==> src/logic/hsq_regs.vh <==
// Purpose: constants for the homing sequencer
// Assumes: 20 MHz reference clock
// Notes:   definitions only
`ifndef HSQ_REGS_VH
`define HSQ_REGS_VH
// ==========================================================
// Timing
`define HSQ_CLK_NS        50
`define HSQ_MS_NS         1000000
`define HSQ_CYC_PER_MS    (`HSQ_MS_NS / `HSQ_CLK_NS)
`define HSQ_HOLD_DEF_MS   12'h064
`define HSQ_HOLD_MIN_MS   12'h001
// ==========================================================
// Trigger select codes
`define HSQ_TRIG_LEVEL    2'h1
`define HSQ_TRIG_EDGE     2'h2
`define HSQ_TRIG_AUTO     2'h3
// ==========================================================
// Method codes
`define HSQ_M_LIMNEG      6'h01
`define HSQ_M_LIMPOS      6'h02
`define HSQ_M_REF_LO      6'h03
`define HSQ_M_REF_HI      6'h0E
`define HSQ_M_LIMNEG_SW   6'h11
`define HSQ_M_LIMPOS_SW   6'h12
`define HSQ_M_SW_LO       6'h13
`define HSQ_M_SW_HI       6'h1E
`define HSQ_M_SW_SHIFT    6'h10
`define HSQ_M_IDX_NEG     6'h21
`define HSQ_M_IDX_POS     6'h22
`define HSQ_M_PRESET      6'h23
// ==========================================================
// Synchroniser bit positions
`define HSQ_SY_SERVO      0
`define HSQ_SY_REQ        1
`define HSQ_SY_LNEG       2
`define HSQ_SY_LPOS       3
`define HSQ_SY_HOME       4
`define HSQ_SY_INDEX      5
`define HSQ_SY_N          6
`endif

==> src/logic/hsq_homing_sequencer.v <==
// Purpose: homing sequencer for a pulse-command servo drive
// Assumes: one 20 MHz clock; alarm comes from same-domain logic
// Notes:   direction 1 = positive; speeds pass through to the
//          profile generator, which applies accel/decel times
// Notes on behaviour
// - Level mode, servo on: request on starts homing, normal commands held.
// - Level mode done: clear position, done on until request goes off.
// - After any completion, hold at home, reject commands until done off.
// - Level mode: servo off, alarm or request drop aborts, no done.
// - Edge mode, servo on: request rising edge starts homing, commands held.
// - Edge mode done: clear position, done on for the hold time.
// - Edge mode: servo off, alarm or request fall aborts, no done.
// - Auto mode homes once at first servo enable after power-up.
// - Auto mode done: clear, done for hold time, then commands resume.
// - Auto mode aborts on servo off or alarm; never retriggers after.
// - Method 1: go negative, home at first index after limit releases.
// - Method 2: go positive, home at first index after limit releases.
// - Methods 3-6: direction from home switch, index after switch change.
// - Methods 7-10: direction by switch state, index near switch edge.
// - Methods 11-14: direction by switch state, negative limit reverses.
// - Methods 17,18: as 1,2 but home at limit release edge.
// - Methods 19-30: as 3-14 but home at switch change edge.
// - Methods 33,34: fixed direction, first index is home.
// - Method 35: no motion, present position becomes reference.
// - Fast speed searches reference, slow speed searches home; methods 17-30, 33, 34 home at fast speed.
// - Home offset is turns times 65536 plus pulses.
// - Done hold time 1 to 3000 ms, default 100 ms; only the low end is clamped, values up to 4095 ms pass unchanged.
`timescale 1ns/1ps
`include "hsq_regs.vh"

module hsq_homing_sequencer #(
  parameter CYC_PER_MS = `HSQ_CYC_PER_MS,
  parameter SPD_W      = 12
) (
  // Clock and reset
  input  wire              i_ref_clk,
  input  wire              i_arst_n,
  // Drive state
  input  wire              i_servo_enable_input,
  input  wire              i_alarm,
  // Pins, inputs mapped by the installer
  input  wire              i_homing_request_input,
  input  wire              i_limit_neg,
  input  wire              i_limit_pos,
  input  wire              i_home_switch,
  input  wire              i_index_pulse,
  // Configuration
  input  wire [1:0]        i_homing_trigger_select,
  input  wire [5:0]        i_homing_method_select,
  input  wire [11:0]       i_done_hold_time,
  input  wire [15:0]       i_offset_turns,
  input  wire [15:0]       i_offset_pulses,
  input  wire [SPD_W-1:0]  i_search_speed_fast,
  input  wire [SPD_W-1:0]  i_search_speed_slow,
  // Motion and status
  output reg               o_move_en,
  output reg               o_move_dir,
  output reg  [SPD_W-1:0]  o_move_speed,
  output reg               o_cmd_block,
  output reg               o_pos_clear,
  output reg  [31:0]       o_home_offset,
  output reg               o_homing_busy,
  output reg               o_homing_done
);

  localparam [3:0] ST_IDLE = 4'h1;
  localparam [3:0] ST_FAST = 4'h2;
  localparam [3:0] ST_SLOW = 4'h4;
  localparam [3:0] ST_DONE = 4'h8;

  // ========================================================
  // Input synchronisers
  wire [`HSQ_SY_N-1:0] raw_in;
  reg  [`HSQ_SY_N-1:0] sy1_r;
  reg  [`HSQ_SY_N-1:0] sy2_r;
  reg  [`HSQ_SY_N-1:0] prev_r;

  assign raw_in = {i_index_pulse, i_home_switch, i_limit_pos,
                   i_limit_neg, i_homing_request_input,
                   i_servo_enable_input};

  genvar g;
  generate
    for (g = 0; g < `HSQ_SY_N; g = g + 1) begin : g_sync
      always @(posedge i_ref_clk or negedge i_arst_n) begin
        if (!i_arst_n) begin
          sy1_r[g]  <= 1'b0;
          sy2_r[g]  <= 1'b0;
          prev_r[g] <= 1'b0;
        end else begin
          sy1_r[g]  <= raw_in[g];
          sy2_r[g]  <= sy1_r[g];
          prev_r[g] <= sy2_r[g];
        end
      end
    end
  endgenerate

  wire servo   = sy2_r[`HSQ_SY_SERVO];
  wire req     = sy2_r[`HSQ_SY_REQ];
  wire lneg    = sy2_r[`HSQ_SY_LNEG];
  wire lpos    = sy2_r[`HSQ_SY_LPOS];
  wire homesw  = sy2_r[`HSQ_SY_HOME];
  wire [`HSQ_SY_N-1:0] rise = sy2_r & ~prev_r;
  wire [`HSQ_SY_N-1:0] fall = ~sy2_r & prev_r;
  wire servo_up = rise[`HSQ_SY_SERVO];
  wire req_up   = rise[`HSQ_SY_REQ];
  wire lneg_up  = rise[`HSQ_SY_LNEG];
  wire lneg_dn  = fall[`HSQ_SY_LNEG];
  wire lpos_up  = rise[`HSQ_SY_LPOS];
  wire lpos_dn  = fall[`HSQ_SY_LPOS];
  wire home_chg = rise[`HSQ_SY_HOME] | fall[`HSQ_SY_HOME];
  wire idx_up   = rise[`HSQ_SY_INDEX];

  // ========================================================
  // Method decode
  wire [5:0] meth = i_homing_method_select;
  wire sw_range = (meth >= `HSQ_M_SW_LO) && (meth <= `HSQ_M_SW_HI);
  wire [5:0] base = sw_range ? (meth - `HSQ_M_SW_SHIFT) : meth;
  wire edge_home = sw_range | (meth == `HSQ_M_LIMNEG_SW)
                 | (meth == `HSQ_M_LIMPOS_SW);
  wire m_lneg = (base == `HSQ_M_LIMNEG) | (meth == `HSQ_M_LIMNEG_SW);
  wire m_lpos = (base == `HSQ_M_LIMPOS) | (meth == `HSQ_M_LIMPOS_SW);
  wire m_ref  = (base >= `HSQ_M_REF_LO) && (base <= `HSQ_M_REF_HI);
  wire m_nlim = m_ref && (base >= 6'h0B);
  wire m_idx  = (meth == `HSQ_M_IDX_NEG) | (meth == `HSQ_M_IDX_POS);
  wire m_pre  = (meth == `HSQ_M_PRESET);
  wire m_ok   = m_lneg | m_lpos | m_ref | m_idx | m_pre;

  // Start direction per method
  reg start_dir;
  always @* begin
    start_dir = 1'b0;
    if (m_lneg) begin
      start_dir = lneg;
    end else if (m_lpos) begin
      start_dir = ~lpos;
    end else if (m_idx) begin
      start_dir = (meth == `HSQ_M_IDX_POS);
    end else begin
      case (base)
        6'h03, 6'h04: start_dir = ~homesw;
        6'h05, 6'h06: start_dir = homesw;
        6'h07, 6'h08: start_dir = ~homesw;
        6'h09, 6'h0A: start_dir = homesw;
        6'h0B, 6'h0C: start_dir = homesw;
        6'h0D, 6'h0E: start_dir = ~homesw;
        default:      start_dir = 1'b0;
      endcase
    end
  end

  // ========================================================
  // Trigger and abort
  wire t_level = (i_homing_trigger_select == `HSQ_TRIG_LEVEL);
  wire t_edge  = (i_homing_trigger_select == `HSQ_TRIG_EDGE);
  wire t_auto  = (i_homing_trigger_select == `HSQ_TRIG_AUTO);
  reg  auto_used_r;

  wire go = servo & ~i_alarm & (
              (t_level & req)
            | (t_edge & req_up)
            | (t_auto & servo_up & ~auto_used_r));

  // Early request drop only counts in request-driven modes
  wire abort = ~servo | i_alarm
             | (~t_auto & ~req);

  // Hold time clamped to its least legal value
  wire [11:0] hold_ms = (i_done_hold_time < `HSQ_HOLD_MIN_MS)
                      ? `HSQ_HOLD_MIN_MS : i_done_hold_time;

  // Offset in 65536-pulse turns plus pulses
  wire [31:0] offset_sum = {i_offset_turns, 16'h0000}
                         + {{16{i_offset_pulses[15]}},
                            i_offset_pulses};

  // ========================================================
  // Sequencer
  reg [3:0]  state_r;
  reg [31:0] tick_r;
  reg [11:0] ms_left_r;

  always @(posedge i_ref_clk or negedge i_arst_n) begin
    if (!i_arst_n) begin
      state_r       <= ST_IDLE;
      auto_used_r   <= 1'b0;
      tick_r        <= 32'h0000_0000;
      ms_left_r     <= 12'h000;
      o_move_en     <= 1'b0;
      o_move_dir    <= 1'b0;
      o_move_speed  <= {SPD_W{1'b0}};
      o_cmd_block   <= 1'b0;
      o_pos_clear   <= 1'b0;
      o_home_offset <= 32'h0000_0000;
      o_homing_busy <= 1'b0;
      o_homing_done <= 1'b0;
    end else begin
      o_pos_clear <= 1'b0;
      case (state_r)
        ST_IDLE: begin
          o_move_en     <= 1'b0;
          o_homing_done <= 1'b0;
          o_cmd_block   <= 1'b0;
          // Auto mode spends its one chance on the first enable
          if (t_auto & servo_up) begin
            auto_used_r <= 1'b1;
          end
          if (go & m_ok) begin
            o_cmd_block   <= 1'b1;
            o_homing_busy <= 1'b1;
            if (m_pre) begin
              state_r       <= ST_DONE;
              o_homing_busy <= 1'b0;
              o_homing_done <= 1'b1;
              o_pos_clear   <= 1'b1;
              o_home_offset <= offset_sum;
              ms_left_r     <= hold_ms;
              tick_r        <= 32'h0000_0000;
            end else begin
              state_r      <= ST_FAST;
              o_move_en    <= 1'b1;
              o_move_dir   <= start_dir;
              o_move_speed <= i_search_speed_fast;
            end
          end
        end
        ST_FAST, ST_SLOW: begin
          if (abort) begin
            state_r       <= ST_IDLE;
            o_move_en     <= 1'b0;
            o_homing_busy <= 1'b0;
            o_cmd_block   <= 1'b0;
            o_homing_done <= 1'b0;
          end else if (state_r == ST_SLOW ? idx_up :
                       (m_idx ? idx_up :
                        (edge_home &
                         ((m_lneg & lneg_dn) | (m_lpos & lpos_dn)
                          | (m_ref & home_chg))))) begin
            state_r       <= ST_DONE;
            o_move_en     <= 1'b0;
            o_homing_busy <= 1'b0;
            o_homing_done <= 1'b1;
            o_pos_clear   <= 1'b1;
            o_home_offset <= offset_sum;
            ms_left_r     <= hold_ms;
            tick_r        <= 32'h0000_0000;
          end else if (state_r == ST_FAST) begin
            if ((m_lneg & lneg_up) | (m_nlim & lneg_up)) begin
              o_move_dir <= 1'b1;
            end else if (m_lpos & lpos_up) begin
              o_move_dir <= 1'b0;
            end else if ((m_lneg & lneg_dn) | (m_lpos & lpos_dn)) begin
              state_r      <= ST_SLOW;
              o_move_speed <= i_search_speed_slow;
            end else if (m_ref & home_chg) begin
              // Odd methods keep going, even ones turn back
              state_r      <= ST_SLOW;
              o_move_speed <= i_search_speed_slow;
              o_move_dir   <= base[0] ? o_move_dir : ~o_move_dir;
            end
          end
        end
        ST_DONE: begin
          // Motor sits at home; commands stay locked out
          o_cmd_block <= 1'b1;
          if (tick_r >= CYC_PER_MS - 1) begin
            tick_r <= 32'h0000_0000;
            if (ms_left_r != 12'h000) begin
              ms_left_r <= ms_left_r - 12'h001;
            end
          end else begin
            tick_r <= tick_r + 32'h0000_0001;
          end
          if (t_level ? ~req : (ms_left_r == 12'h000)) begin
            state_r       <= ST_IDLE;
            o_homing_done <= 1'b0;
            o_cmd_block   <= 1'b0;
          end
        end
        default: begin
          state_r <= ST_IDLE;
        end
      endcase
    end
  end

endmodule // hsq_homing_sequencer

==> config.mk <==
export PLATFORM = sky130hd
export DESIGN_NAME = hsq_homing_sequencer
export DESIGN_NICKNAME = d
export VERILOG_FILES = /design/src/logic/hsq_homing_sequencer.v
export VERILOG_INCLUDE_DIRS = /design/src /design/src/logic
export SDC_FILE = /design/constraint.sdc
export NUM_CORES = 1
export LEC_CHECK = 0
export BUFFER_PORTS_ARGS = -buffer_cell sky130_fd_sc_hd__buf_2
export CELL_PAD_IN_SITES_DETAIL_PLACEMENT = 2
export CELL_PAD_IN_SITES_GLOBAL_PLACEMENT = 2
export CORE_MARGIN = 5
export CORE_UTILIZATION = 34
export DETAILED_ROUTE_END_ITERATION = 7
export PLACE_DENSITY_LB_ADDON = 0.1
export REMOVE_ABC_BUFFERS = 1
export SYNTH_ARGS = -nofsm -noshare
export SYNTH_HDL_FRONTEND = slang
export SYNTH_SLANG_ARGS = --single-unit
==> constraint.sdc <==
create_clock -name i_ref_clk -period 3.11 [get_ports i_ref_clk]
set_input_delay 0.1555 -clock i_ref_clk [delete_from_list [all_inputs] [get_ports i_ref_clk]]
set_output_delay 0.1555 -clock i_ref_clk [all_outputs]
set_load 0.02 [all_outputs]
==> results.ini <==
[placed_design]
dpl.hpwl_um=14750
dp_slack_ps=245.3
portBuffers=134
place_inst=1036
gp_congestion=0.7680

[floorplan]
boundaryPins=135
die_area_um2=21690
start_util_pct=34.38
core_area_um2=18640
rows=50
die_y_um=147.3
fp.dieW_um=147.3

[yosys]
synth.ff_latch_count=117
synth_area_per_cell_um2=9.397
synthCells=682
synth_edf_count=0
syn_area_um2=6409
synth.top_cells.by_area=dfrtp_1, nand2_1, nor2_1
yosysMostFrequentCell=dfrtp_1
synth_top_area_cell=dfrtp_1
async_reset_ff_share_pct=100.0
yosys-top-cells-count=dfrtp_1, nand2_1, nor2_1, a21oi_1, o21ai_0
synth_top_flop_cell=dfrtp_1
ys_seq_area_share_pct=45.70
yosysTopAreaCellShare_pct=45.29
synth_cell_types=69
yosysWarnings=0

[timing]
hold_viol_final=0
rsz0062_at_grt=false
worst_slack_ps=341.5
finalSetupViolCount=0
fmax_mhz=361.2
fin_crit_ps=2768
hold_slack_ps=18.87
skew_ps=6.207
max-slew-margin-rel_pct=46.86
worst_pin_slew_ps=797.1
post-route-period-util_pct=89.02
drv_slew=0

[grt]
antenna_found_initial=1
grt_max_degree=61
grt_busiest_layer=met2
gr-usage-met1_pct=22.93
grt_pass1_wl_um=34310
grt_pass1_vias=6796
use_met3_pct=5.213
grt_usage_pct=19.38
gr-usage-met2_pct=34.26
grt-ovfl-total=0

[critical_path]
slowest_stage=or4b_1
rrSetupSlack_ps=340
max_stage_delay_ps=630
r2r_end=ms_left_r[2]$_DFFE_PN0P_
worstPathCellList=or4b_1 -> o21ai_0 -> nand3b_1 -> o21a_1 -> o21ai_1 -> nand3_2 -> buf_4 -> o31ai_1 -> o21ai_2
worst-path-max-fanout=11
crit_required_ps=3390
worstSetupStartpointType=flip-flop
critical_path_arrival_ps=3050
path_class=reg -> reg
worstReg2RegStart=state_r[1]$_DFFE_PN0P_
endpoint_kind=flip-flop
ff2ff_path_depth=9

[power]
p_per_area_nw_per_um2=677.0
p_leak_uw=0.003991
ir_worst_vdd_mv=0.4031
total_power_uw=5546

[finish]
layout-drive-gt1-share_pct=26.32
final_cells=1090
area_growth_pct=27.82
nNetsFinal=948

[drt]
vias=5841
drc=0
first_pass_iters=4
wl_per_cell_um=18.73
detail_route.iter0.violations=138
drt-total-wl_um=20420
vias_per_cell=5.359
drtAntennaViolNets=0

[clocking]
cts_resized=0
cts_sinks=117
cts_tree=built
cts_buffers=17
path_clk_slew_ps=60
cts_max_path_buffers=2
root_buffer=clkbuf_16
clock_latency_ps=420
cts_max_level=4

[worst_hold_path]
hold_end=o_home_offset[15]$_DFFE_PN0P_
min-delay-start=i_offset_pulses[15]
whs_path_depth=2
hold_path.class=in -> reg

[run]
max-cap-violations=0

[status]
status=finished, final reports clean

## worst max-delay path, delay by kind of cell, from the launching register on
kind	cells	cell delay [ps]
and+or+nand+nor	3	980
AOI/OAI and AO/OA	5	980
DFF	1	460
buffers and inverters	1	220
## sequential cells by signal (all words and copies together), names as in the netlist, 4 cells and up
| name | count |
|---|---|
| o_home_offset | 32 |
| tick_r | 32 |
| ms_left_r | 12 |
| o_move_speed | 12 |
| prev_r | 6 |
| sy1_r | 6 |
| state_r | 4 |
## worst max path at each step
stage | end | depth (start not counted) | from
after floorplan | ms_left_r[1]$_DFFE_PN0P_ | 6 | state_r[1]$_DFFE_PN0P_
after global placement | o_move_speed[3]$_DFFE_PN0P_ | 12 | i_homing_method_select[5]
after detailed placement | ms_left_r[6]$_DFFE_PN0P_ | 12 | i_homing_method_select[4]
after CTS | ms_left_r[6]$_DFFE_PN0P_ | 9 | state_r[1]$_DFFE_PN0P_
after global routing | tick_r[29]$_DFFE_PN0P_ | 9 | state_r[1]$_DFFE_PN0P_
final | ms_left_r[2]$_DFFE_PN0P_ | 9 | state_r[1]$_DFFE_PN0P_
## layer usage
metal	up-vias	share of wire [%]
li1	2768	-
met1	2916	43
met2	129	51
met3	26	5.5
met4	2	1.3
met5	-	0.034
## final cells by class
class | count | area, um^2
Sequential cell | 117 | 2929
Clock inverter | 10 | 130.1
Fill cell | 2062 | 10450
Inverter | 22 | 82.58
Antenna cell | 1 | 2.502
Tap cell | 234 | 292.8
Timing Repair Buffer | 173 | 1046
Clock buffer | 21 | 460.4
Multi-Input combinational cell | 512 | 3248
## through the flow
stage | setup TNS [ps] | util (%) | instance area (um^2)
4_1_cts | 0 | 43.93 | 8189
2_1_floorplan | -374.5 | - | 6259
5_1_grt | 0 | 43.93 | 8189
6_report | 0 | 43.94 | 8192
3_5_place_dp | 0 | 39.58 | 7378
3_3_place_gp | 0 | 39.58 | 7378
## power breakdown
| group | switching, uW | internal [uW] | leakage [uW] |
|---|---|---|---|
| clock network | 690 | 1290 | 0.000288 |
| registers | 195 | 1770 | 0.00151 |
| logic | 968 | 630 | 0.00219 |
| total | 1850 | 3690 | 0.00399 |
## timing repair
action,4_1_cts,5_1_grt
buffers inserted,0,0
hold endpoints to repair,78,0
hold buffers,22,0
## cells by family after synthesis
logic type | synth area share (%)
muxes | 6.267
xor gates and xnor gates | 2.597
buffers and inverters | 3.631
adders and majority gates | 4.022
DFF | 45.70
and+or+nand+nor | 20.28
AOI/OAI and AO/OA | 17.49
## cells in the final DEF (no fill, tap or decap), types with 18 or more instances in the layout
cell type / n
nor2_1: 66
nor3_1: 21
inv_1: 22
nand2_1: 81
a21oi_1: 42
buf_2: 133
o21ai_0: 29
dlygate4sd3_1: 22
dfrtp_1: 116
o21ai_1: 18
mux2_2: 21
ha_1: 19
Power figures use the tool's default switching activity.
